File: src/rtl/rtc_event_pkg.sv
package rtc_event_pkg;
  // register offsets
  localparam logic [3:0] event_flags_addr = 4'h0;
  localparam logic [3:0] alarm_date_addr = 4'h5;
  localparam logic [3:0] alarm_hours_addr = 4'h4;
  localparam logic [3:0] alarm_minutes_addr = 4'h3;
  localparam logic [3:0] alarm_seconds_addr = 4'h2;
  localparam logic [3:0] irq_config_addr = 4'h6;
  localparam logic [3:0] watchdog_control_addr = 4'h7;
  // event_flags fields
  localparam int watchdog_flag_bit = 7;
  localparam int alarm_flag_bit = 6;
  localparam int power_fail_flag_bit = 5;
  localparam int oscillator_fail_flag_bit = 4;
  localparam int cal_bit = 2;
  localparam int write_lock_bit = 1;
  localparam int read_hold_bit = 0;
  // irq_config fields
  localparam int watchdog_irq_enable_bit = 7;
  localparam int alarm_irq_enable_bit = 6;
  localparam int power_fail_irq_enable_bit = 5;
  localparam int high_active_bit = 3;
  localparam int pulse_mode_bit = 2;
  // watchdog_control fields
  localparam int watchdog_strobe_bit = 7;
  localparam int watchdog_value_unlock_bit = 6;
  localparam int timeout_width = 6;
  // alarm match mask bit
  localparam int match_mask_bit = 7;
  // reset values
  localparam logic [7:0] irq_config_reset = 8'h08;
  localparam logic [7:0] alarm_reset = 8'h80;
  localparam logic [5:0] timeout_reset = 6'h00;
  // timing
  localparam longint clock_hz = 200000000;
  localparam longint pulse_time_ms = 200;
  localparam longint pulse_cycles = (clock_hz * pulse_time_ms) / 1000;
  localparam longint tick_hz = 32;
  localparam longint tick_cycles = clock_hz / tick_hz;
endpackage

File: src/rtl/wdog_if.sv
`timescale 1ns/1ps
interface wdog_if;
  logic tick;
  logic reload;
  logic [5:0] timeout;
  logic expire;
  modport ctl (output tick, output reload, output timeout, input expire);
  modport cnt (input tick, input reload, input timeout, output expire);
endinterface

File: src/rtl/wdog_counter.sv
`timescale 1ns/1ps
module wdog_counter
  import rtc_event_pkg::*;
(
  // clock and reset
  input wire logic mclk,
  input wire logic reset,
  // control
  wdog_if.cnt wd
);
  logic [5:0] count;
  logic running;
  wire zero_timeout = (wd.timeout == 6'h00);
  wire at_end = running && (count == 6'h01) && wd.tick;

  always_ff @(posedge mclk) begin
    if (reset) begin
      count <= 6'h00;
      running <= 1'b0;
      wd.expire <= 1'b0;
    end else begin
      wd.expire <= 1'b0;
      if (wd.reload) begin
        count <= wd.timeout;
        running <= !zero_timeout;
      end else if (at_end) begin
        count <= 6'h00;
        running <= 1'b0;
        wd.expire <= 1'b1;
      end else if (running && wd.tick) begin
        count <= count - 6'h01;
      end
    end
  end
endmodule

File: src/rtl/rtc_event_block.sv
`timescale 1ns/1ps
module rtc_event_block
  import rtc_event_pkg::*;
(
  // clock and reset
  input wire logic mclk,
  input wire logic reset,
  // register access
  input wire logic reg_write,
  input wire logic reg_read,
  input wire logic [3:0] reg_addr,
  input wire logic [7:0] reg_wdata,
  output logic [7:0] reg_rdata,
  output logic reg_blocked,
  // current time, bcd
  input wire logic [7:0] time_date,
  input wire logic [7:0] time_hours,
  input wire logic [7:0] time_minutes,
  input wire logic [7:0] time_seconds,
  input wire logic time_update,
  // oscillator
  input wire logic osc_running,
  input wire logic osc_fail,
  // power monitor
  input wire logic supply_low,
  input wire logic restore_done,
  output logic store_start,
  output logic backup_select,
  // interrupt pin
  output logic int_out,
  output logic int_oe
);
  // synchronisers for pin-side levels
  logic [1:0] supply_sync;
  logic [1:0] osc_sync;
  logic [1:0] restore_sync;
  logic [1:0] oscillator_fail_flag_sync;
  always_ff @(posedge mclk) begin
    if (reset) begin
      supply_sync <= 2'b00;
      osc_sync <= 2'b00;
      restore_sync <= 2'b00;
      oscillator_fail_flag_sync <= 2'b00;
    end else begin
      supply_sync <= {supply_sync[0], supply_low};
      osc_sync <= {osc_sync[0], osc_running};
      restore_sync <= {restore_sync[0], restore_done};
      oscillator_fail_flag_sync <= {oscillator_fail_flag_sync[0], osc_fail};
    end
  end
  wire low_s = supply_sync[1];
  wire osc_s = osc_sync[1];
  wire restored_s = restore_sync[1];

  // power state
  typedef enum logic [2:0] {
    pwr_normal_type_s = 3'b001,
    pwr_backup_type_s = 3'b010,
    pwr_restore_type_s = 3'b100
  } pwr_state_type;
  pwr_state_type pwr_state;
  pwr_state_type next_pwr_state;
  always_comb begin
    next_pwr_state = pwr_state;
    unique case (pwr_state)
      pwr_normal_type_s: begin
        if (low_s) next_pwr_state = pwr_backup_type_s;
      end
      pwr_backup_type_s: begin
        if (!low_s) next_pwr_state = pwr_restore_type_s;
      end
      pwr_restore_type_s: begin
        if (low_s) next_pwr_state = pwr_backup_type_s;
        else if (restored_s) next_pwr_state = pwr_normal_type_s;
      end
      default: next_pwr_state = pwr_restore_type_s;
    endcase
  end
  wire on_normal = (pwr_state == pwr_normal_type_s);
  wire enter_backup = on_normal && low_s;

  // registers
  logic [7:0] flags;
  logic [7:0] irq_config;
  logic [5:0] timeout;
  logic wdog_unlock;
  logic [7:0] alarm_stage [4];
  logic [7:0] alarm_live [4];
  logic [7:0] time_now [4];
  assign time_now[0] = time_seconds;
  assign time_now[1] = time_minutes;
  assign time_now[2] = time_hours;
  assign time_now[3] = time_date;

  wire access_ok = on_normal;
  wire wr_ok = reg_write && access_ok;
  wire rd_flags = reg_read && access_ok && (reg_addr == event_flags_addr);
  wire lock = flags[write_lock_bit];
  wire wr_flags = wr_ok && (reg_addr == event_flags_addr);
  wire wr_irq = wr_ok && lock && (reg_addr == irq_config_addr);
  wire wr_wdog = wr_ok && lock && (reg_addr == watchdog_control_addr);
  wire lock_falls = wr_flags && lock && !reg_wdata[write_lock_bit];
  wire strobe = wr_wdog && reg_wdata[watchdog_strobe_bit];

  // 32 Hz tick divider, held while oscillator is stopped
  logic [22:0] div_count;
  logic tick;
  always_ff @(posedge mclk) begin
    if (reset) begin
      div_count <= 23'h000000;
      tick <= 1'b0;
    end else begin
      tick <= 1'b0;
      if (osc_s) begin
        if (div_count == 23'(tick_cycles - 1)) begin
          div_count <= 23'h000000;
          tick <= 1'b1;
        end else begin
          div_count <= div_count + 23'h000001;
        end
      end
    end
  end

  // power-up load pulse for the watchdog
  logic powerup_done;
  always_ff @(posedge mclk) begin
    if (reset) powerup_done <= 1'b0;
    else powerup_done <= 1'b1;
  end

  wdog_if wd ();
  assign wd.tick = tick;
  assign wd.reload = !powerup_done || strobe;
  assign wd.timeout = timeout;
  wdog_counter u_wdog (
    .mclk(mclk),
    .reset(reset),
    .wd(wd)
  );

  // alarm match
  logic [3:0] field_hit;
  genvar gi;
  generate
    for (gi = 0; gi < 4; gi++) begin : g_field
      assign field_hit[gi] = alarm_live[gi][match_mask_bit] ||
        (alarm_live[gi][6:0] == time_now[gi][6:0]);
    end
  endgenerate
  wire [3:0] masks = {alarm_live[3][7], alarm_live[2][7], alarm_live[1][7], alarm_live[0][7]};
  wire alarm_enabled = (masks != 4'hF);
  wire alarm_event = time_update && alarm_enabled && (&field_hit);

  // alarm registers: staged while locked, applied when lock clears
  generate
    for (gi = 0; gi < 4; gi++) begin : g_alarm
      wire [3:0] my_addr = alarm_seconds_addr + 4'(gi);
      always_ff @(posedge mclk) begin
        if (reset) begin
          alarm_stage[gi] <= alarm_reset;
          alarm_live[gi] <= alarm_reset;
        end else begin
          if (wr_ok && lock && reg_addr == my_addr) alarm_stage[gi] <= reg_wdata;
          if (lock_falls) alarm_live[gi] <= alarm_stage[gi];
        end
      end
    end
  endgenerate

  // flags register
  wire wdog_event = wd.expire;
  wire pf_event = enter_backup;
  logic [7:0] next_flags;
  always_comb begin
    next_flags = flags;
    if (rd_flags) begin
      next_flags[watchdog_flag_bit] = 1'b0;
      next_flags[alarm_flag_bit] = 1'b0;
      next_flags[power_fail_flag_bit] = 1'b0;
    end
    if (wr_flags) begin
      next_flags[write_lock_bit] = reg_wdata[write_lock_bit];
      next_flags[read_hold_bit] = reg_wdata[read_hold_bit];
      if (lock) begin
        next_flags[cal_bit] = reg_wdata[cal_bit];
        if (!reg_wdata[oscillator_fail_flag_bit]) next_flags[oscillator_fail_flag_bit] = 1'b0;
      end
    end
    if (wdog_event) next_flags[watchdog_flag_bit] = 1'b1;
    if (alarm_event) next_flags[alarm_flag_bit] = 1'b1;
    if (pf_event) next_flags[power_fail_flag_bit] = 1'b1;
    if (oscillator_fail_flag_sync[1]) next_flags[oscillator_fail_flag_bit] = 1'b1;
  end

  always_ff @(posedge mclk) begin
    if (reset) begin
      flags <= 8'h00;
      irq_config <= irq_config_reset;
      timeout <= timeout_reset;
      wdog_unlock <= 1'b0;
      pwr_state <= pwr_normal_type_s;
    end else begin
      flags <= next_flags;
      pwr_state <= next_pwr_state;
      if (wr_irq) irq_config <= reg_wdata & 8'hEC;
      if (wr_wdog) begin
        wdog_unlock <= reg_wdata[watchdog_value_unlock_bit];
        if (!reg_wdata[watchdog_value_unlock_bit] && !wdog_unlock)
          timeout <= reg_wdata[5:0];
      end
    end
  end

  // interrupt generation
  wire wdog_new = wdog_event && irq_config[watchdog_irq_enable_bit];
  wire alarm_new = alarm_event && irq_config[alarm_irq_enable_bit];
  wire pf_new = pf_event && irq_config[power_fail_irq_enable_bit];
  wire irq_source = (flags[watchdog_flag_bit] && irq_config[watchdog_irq_enable_bit]) ||
    (flags[alarm_flag_bit] && irq_config[alarm_irq_enable_bit]) ||
    (flags[power_fail_flag_bit] && irq_config[power_fail_irq_enable_bit]);
  wire fire_event = wdog_new || alarm_new || pf_new;
  wire pulse_mode = irq_config[pulse_mode_bit];
  logic [25:0] pulse_count;
  logic pulse_on;
  always_ff @(posedge mclk) begin
    if (reset) begin
      pulse_count <= 26'h0000000;
      pulse_on <= 1'b0;
    end else if (!on_normal || rd_flags) begin
      pulse_on <= 1'b0;
      pulse_count <= 26'h0000000;
    end else if (fire_event && pulse_mode) begin
      pulse_on <= 1'b1;
      pulse_count <= 26'(pulse_cycles - 1);
    end else if (pulse_on) begin
      if (pulse_count == 26'h0000000) pulse_on <= 1'b0;
      else pulse_count <= pulse_count - 26'h0000001;
    end
  end
  // level mode: active while an enabled flag stands; the read clears it
  wire level_active = !pulse_mode && irq_source && !rd_flags;
  wire int_active = on_normal && (pulse_mode ? pulse_on : level_active);
  wire high_mode = irq_config[high_active_bit];

  // read data
  logic [7:0] rd_mux;
  always_comb begin
    rd_mux = 8'h00;
    unique case (reg_addr)
      event_flags_addr: rd_mux = flags;
      irq_config_addr: rd_mux = irq_config;
      watchdog_control_addr: rd_mux = {1'b0, wdog_unlock, timeout};
      alarm_seconds_addr: rd_mux = alarm_stage[0];
      alarm_minutes_addr: rd_mux = alarm_stage[1];
      alarm_hours_addr: rd_mux = alarm_stage[2];
      alarm_date_addr: rd_mux = alarm_stage[3];
      default: rd_mux = 8'h00;
    endcase
  end

  always_ff @(posedge mclk) begin
    if (reset) begin
      reg_rdata <= 8'h00;
      reg_blocked <= 1'b0;
      store_start <= 1'b0;
      backup_select <= 1'b0;
      int_out <= 1'b0;
      int_oe <= 1'b0;
    end else begin
      if (reg_read && access_ok) reg_rdata <= rd_mux;
      reg_blocked <= !access_ok;
      store_start <= enter_backup;
      backup_select <= (next_pwr_state != pwr_normal_type_s);
      if (high_mode) begin
        int_out <= int_active;
        int_oe <= on_normal;
      end else begin
        int_out <= 1'b0;
        int_oe <= int_active;
      end
    end
  end
endmodule

File: config.mk
export PLATFORM = sky130hd
export DESIGN_NAME = rtc_event_block
export DESIGN_NICKNAME = d
export VERILOG_FILES = /design/src/rtl/rtc_event_pkg.sv /design/src/rtl/wdog_if.sv /design/src/rtl/wdog_counter.sv /design/src/rtl/rtc_event_block.sv
export SDC_FILE = /design/constraint.sdc
export NUM_CORES = 1
export LEC_CHECK = 0
export BUFFER_PORTS_ARGS = -buffer_cell sky130_fd_sc_hd__buf_2
export CORE_MARGIN = 5
export CORE_UTILIZATION = 40
export CTS_BUF_LIST = sky130_fd_sc_hd__clkbuf_4
export DETAILED_ROUTE_END_ITERATION = 6
export SLEW_MARGIN = 5
export SYNTH_ARGS = -nofsm -noshare
export SYNTH_HDL_FRONTEND = slang
export SYNTH_HIERARCHICAL = 1
export SYNTH_SLANG_ARGS = --single-unit
export TNS_END_PERCENT = 1
File: constraint.sdc
create_clock -name mclk -period 9.1 [get_ports mclk]
set_input_delay 1.82 -clock mclk [delete_from_list [all_inputs] [get_ports mclk]]
set_output_delay 1.82 -clock mclk [all_outputs]
set_load 0.005 [all_outputs]
### Word level (Yosys, flattened, before mapping)

Memory sizes are Yosys's and may differ from the RTL's.
Cells that the tools add are included.

* $add $sub $neg: 3
* equal/unequal tests: 19
* muxes and demuxes: 56
* bitwise operators: 11
* reduce and logical (&&, ||, !) cells: 71

Operator list (count)
* $mux 26: 3
* $mux 8: 8
* $pmux 8 s7: 1
* $mux 1: 34
* $logic_and 1x1->1: 31
* $eq 7x7->1: 4
* $logic_not 26->1: 1
* $sub 26x1->26 const B: 1
* $add 23x1->23 const B: 1
* $eq 23x23->1 const B: 1
* $mux 23: 1
* $mux 6: 3
* $eq 4x3->1 const B: 4
* $mux 3: 5
* $reduce_bool 2->1: 7
* $logic_or 1x1->1: 10
* $pmux 3 s3: 1
* $eq 4x2->1 const B: 2
* $logic_not 1->1: 8
* $or 1x1->1: 8
* $reduce_and 2->1: 4
* $reduce_or 2->1: 4
* $eq 6x1->1 const B: 1
* $logic_not 6->1: 1
* other kinds (14): 16

* register bits: 103
* memory bits (writable): 64
* input port bits: 53
* output and inout port bits: 13
* word-level logic and storage cells: 191
* memories: 2

Memory list
* alarm_live: depth 4, width 8, rd ports 4, clocked after memory_dff 0, wr ports 4, line rtc_event_block.sv:88 `logic [7:0] alarm_live [4];`
* alarm_stage: depth 4, width 8, rd ports 4, clocked after memory_dff 0, wr ports 4, line rtc_event_block.sv:87 `logic [7:0] alarm_stage [4];`

### Logic depth before layout (Yosys ltp)

An unclocked memory read counts as a cell.

* word-level depth: 11
* gate-level depth with buffers: 11
* mapped depth without buffers: 9

### By module

The synthesis kept the hierarchy.

By module, submodules not included
* rtc_event_block: times used 1, cells each 675, area each 7100.6 um^2, seq. area each 3823.7 um^2
* wdog_counter: times used 1, cells each 54, area each 495.5 um^2, seq. area each 160.2 um^2

### Least setup slack after synthesis

Ideal clock, no wire load.

* kind: in2reg
* from: in reg_addr[0]
* to: mem alarm_live[0][0], enable pin
* library setup time: 0.466 ns
* arrival time: 4.914 ns
* data required time: 8.634 ns
* setup slack: 3.721 ns
* cell stages on the path: 5
* buffers on the path: 2
* path through: buf_4 nor4_1 buf_2 nand2_1 o21ai_0

RTL lines
* from (decl): line rtc_event_block.sv:11 `input wire logic [3:0] reg_addr,`
* to (decl): line rtc_event_block.sv:88

### Worst setup path in the final report

* from: in reset
* to: reg pulse_count[2]

* cells in the longest elaborated chain, start to end: 1

RTL lines
* from (decl): line rtc_event_block.sv:7 `input wire logic reset,`
* $reduce_or 2->1 (no line)
* to (signal assigned): line rtc_event_block.sv:235 `pulse_count <= 26'(pulse_cycles - 1);`
* to (signal assigned): line rtc_event_block.sv:238 `else pulse_count <= pulse_count - 26'h0000001;`
* to (decl): line rtc_event_block.sv:224 `logic [25:0] pulse_count;`

Every way passes these cells.
A chain may end at the register's enable or synchronous reset.

==> impl_metrics.ini <==
[sta]
report.final.slew_viol_count = 0
setup_slack_ns = 5.46
worst_pin_slew_ns = 1.12
finalSetupTns_ns = 0
grt_setup_unrepaired = false
fin_crit_sh = 0.400
period_needed_ns = 3.64
skew_ns = 0.0216
slew_headroom = 0.250
fmax_mhz = 275
final_hold_viol_count = 0
setup-violations-final = 0

[critical_path]
max_stage_delay_ns = 0.49
rr_startpoint = pulse_count[2]
crit_arrival_ns = 4.05
startpoint_type = primary input
timing.critical_path.slowest_stage_cell = a21o_1
rr_endpoint = pulse_count[11]
endpoint_kind = register
path_cells = buf_2 -> buf_4 -> inv_1 -> nand2_1 -> a21o_1 -> o31a_4 -> o21ai_0
criticalPathCategory = primary input to register
path_max_fanout = 53
reg2regPathDepth = 6
cp.required_ns = 9.51
ff2ff_setup_slack_ns = 6.45

[floorplan]
initial_core_util = 0.406
die_w_um = 148
ios = 66
die_area_um2 = 21800
row_count = 50
core_area_um2 = 18700
die_h_um = 148

[global_route]
grt_pass1_wl_mm = 28.4
grt-ovfl-total = 0
grt.total_usage = 0.162
grt_max_degree = 54
antenna_found_initial = 1
grt_pass1_vias = 5619

[route]
dr_wl_met3_um = 769
num_vias = 5580
ant_nets = 0
drt-total-wl_mm = 17.3
highest_layer = met4
wire_per_inst_um = 16.7
wirelength_met1_mm = 7.62
met2_wirelength_mm = 8.62
viasPerCell = 5.40
firstDrtPassIters = 6
initialDrtViolationCount = 428
drc = 0

[yosys]
ys_ff_latch = 167
synth_edf_count = 64
yosysMostFrequentCell = dfxtp_1
avgSynthCellArea_um2 = 10.4
yosys.cell_types.count = 72
synth_fp_nets = 787
yosysSeqAreaShare = 0.524
synth_flop_cell = dfxtp_1
syn_area_um2 = 7600
netlist.area_leader.share = 0.271
yosysTopAreaCell = dfxtp_1
async_reset_ff_frac = 0
synth_cells = 729
synth.top_cells.by_area = dfxtp_1 (27%), edfxtp_1 (25%), xor2_1 (5.1%)
yosys_warnings = 6
ys_top_cells_by_count = dfxtp_1 (103), nor2_1 (87), edfxtp_1 (64), and2_1 (58), xor2_1 (44)

[clocking]
post-cts-setup-buffers = 0
cts_tree = yes
cts_max_level = 4
clkSinkCount = 167
cts_buffers = 17
clk_latency_ns = 0.55
clk_pin_slew_ns = 0.13
cts_buffer_depth = 2
cts_resized = 0
cts_hold_buf = 0
root_buffer = clkbuf_4

[final_layout]
drive_gt1_frac = 0.155
final_cells = 1034
multi_input_area_um2 = 3420
area_delta_synth_final_pct = 11.0
seq_area_um2 = 3980
fin_nets = 844
nFillCells = 1786

[placement]
dp_cells = 1001
dpl_worst_slack_ns = 4.92
gp_congestion = 0.969
io_buffers = 61
hpwl_mm = 12.8

[hold_path]
holdPathEnd = osc_sync[1]
hold_start = osc_sync[0]
hold_class = register to register
whs_path_depth = 1

[outcome]
status = finished clean

[flow_run]
drv_cap = 0

[power]
leakagePower_nw = 3.20
ir_drop_mv = 0.0628
power_density_nw_per_um2 = 161
finalPower_w = 0.00136
-- sequential cells by signal (all words and copies together) (netlist names), 6 cells and up --
register and flops:
div_count 23, pulse_count 26, timeout 6, u_wdog/count 6, reg_rdata 8, alarm_live 32
flags 7, alarm_stage 32
-- per-stage QoR --
stage                     utilization  hold slack [ns]  area [µm²]
after floorplan                     -            0.411        7600
after global placement          0.434            0.427        8110
after detailed placement        0.434            0.425        8110
after CTS                       0.450            0.457        8420
after global routing            0.451            0.476        8430
final                           0.451            0.454        8430
-- area by class of cell --
class,count,area share
Clock inverter,15,0.0221
Antenna cell,1,0.000297
Clock buffer,17,0.0151
Timing Repair Buffer,66,0.0407
Inverter,21,0.00935
Sequential cell,167,0.472
Multi-Input combinational cell,513,0.405
Tap cell,234,0.0347
-- worst max path at each step --
stage	start	slack, ns	to
final	reset	5.46	pulse_count[2]
after detailed placement	reset	4.92	pulse_count[2]
after global routing	reg_addr[0]	5.24	alarm_stage[3][2]
after global placement	reset	4.95	pulse_count[4]
after CTS	reset	5.55	pulse_count[2]
after floorplan	reg_addr[0]	3.72	alarm_live[0][0]
-- kinds of logic (layout without fill, tap and decap cells) --
logic type / after synthesis / after routing / synth area share
XOR/XNOR: 72 / 72 / 0.0830
AO/OA/AOI/OAI: 102 / 102 / 0.0959
flip-flops: 167 / 167 / 0.524
adder cells (fa/ha/maj): 5 / 5 / 0.00824
other: 0 / 1 / 0
AND/OR/NAND/NOR: 309 / 309 / 0.222
multiplexers: 25 / 25 / 0.0380
buffers and inverters: 49 / 119 / 0.0282
-- worst max-delay path, delay by kind of cell --
| family | cells | cell delay [ns] |
|---|---|---|
| AOI/OAI and AO/OA | 3 | 0.96 |
| buffers and inverters | 3 | 0.97 |
| and+or+nand+nor | 1 | 0.25 |
-- layout by cell type, fill, tap and decap left out, drive strengths merged, types with 5 or more instances in the layout --
cell type / count
xnor2: 28
o21ai: 27
a21oi: 19
inv: 29
or3: 13
ha: 5
a22oi: 18
nor2b: 8
nor4: 19
edfxtp: 64
clkbuf: 17
xor2: 44
nand2b: 6
nor2: 87
nand4: 10
nand3: 23
buf: 66
mux2i: 21
nand2: 37
and2: 58
dfxtp: 103
nor3: 21
or4: 7
-- metal layers --
layer,up-vias,track usage
li1,2724,-
met1,2684,0.203
met2,150,0.281
met3,22,0.0362
met4,0,0.0475
met5,-,0
-- report_power, final --
part	total [W]	switching, W	internal [W]
Sequential	0.000802	0.0000114	0.000790
Combinational	0.0000860	0.0000545	0.0000315
Clock	0.000468	0.000270	0.000198
Note: power is estimated with default switching activity, not from simulation.
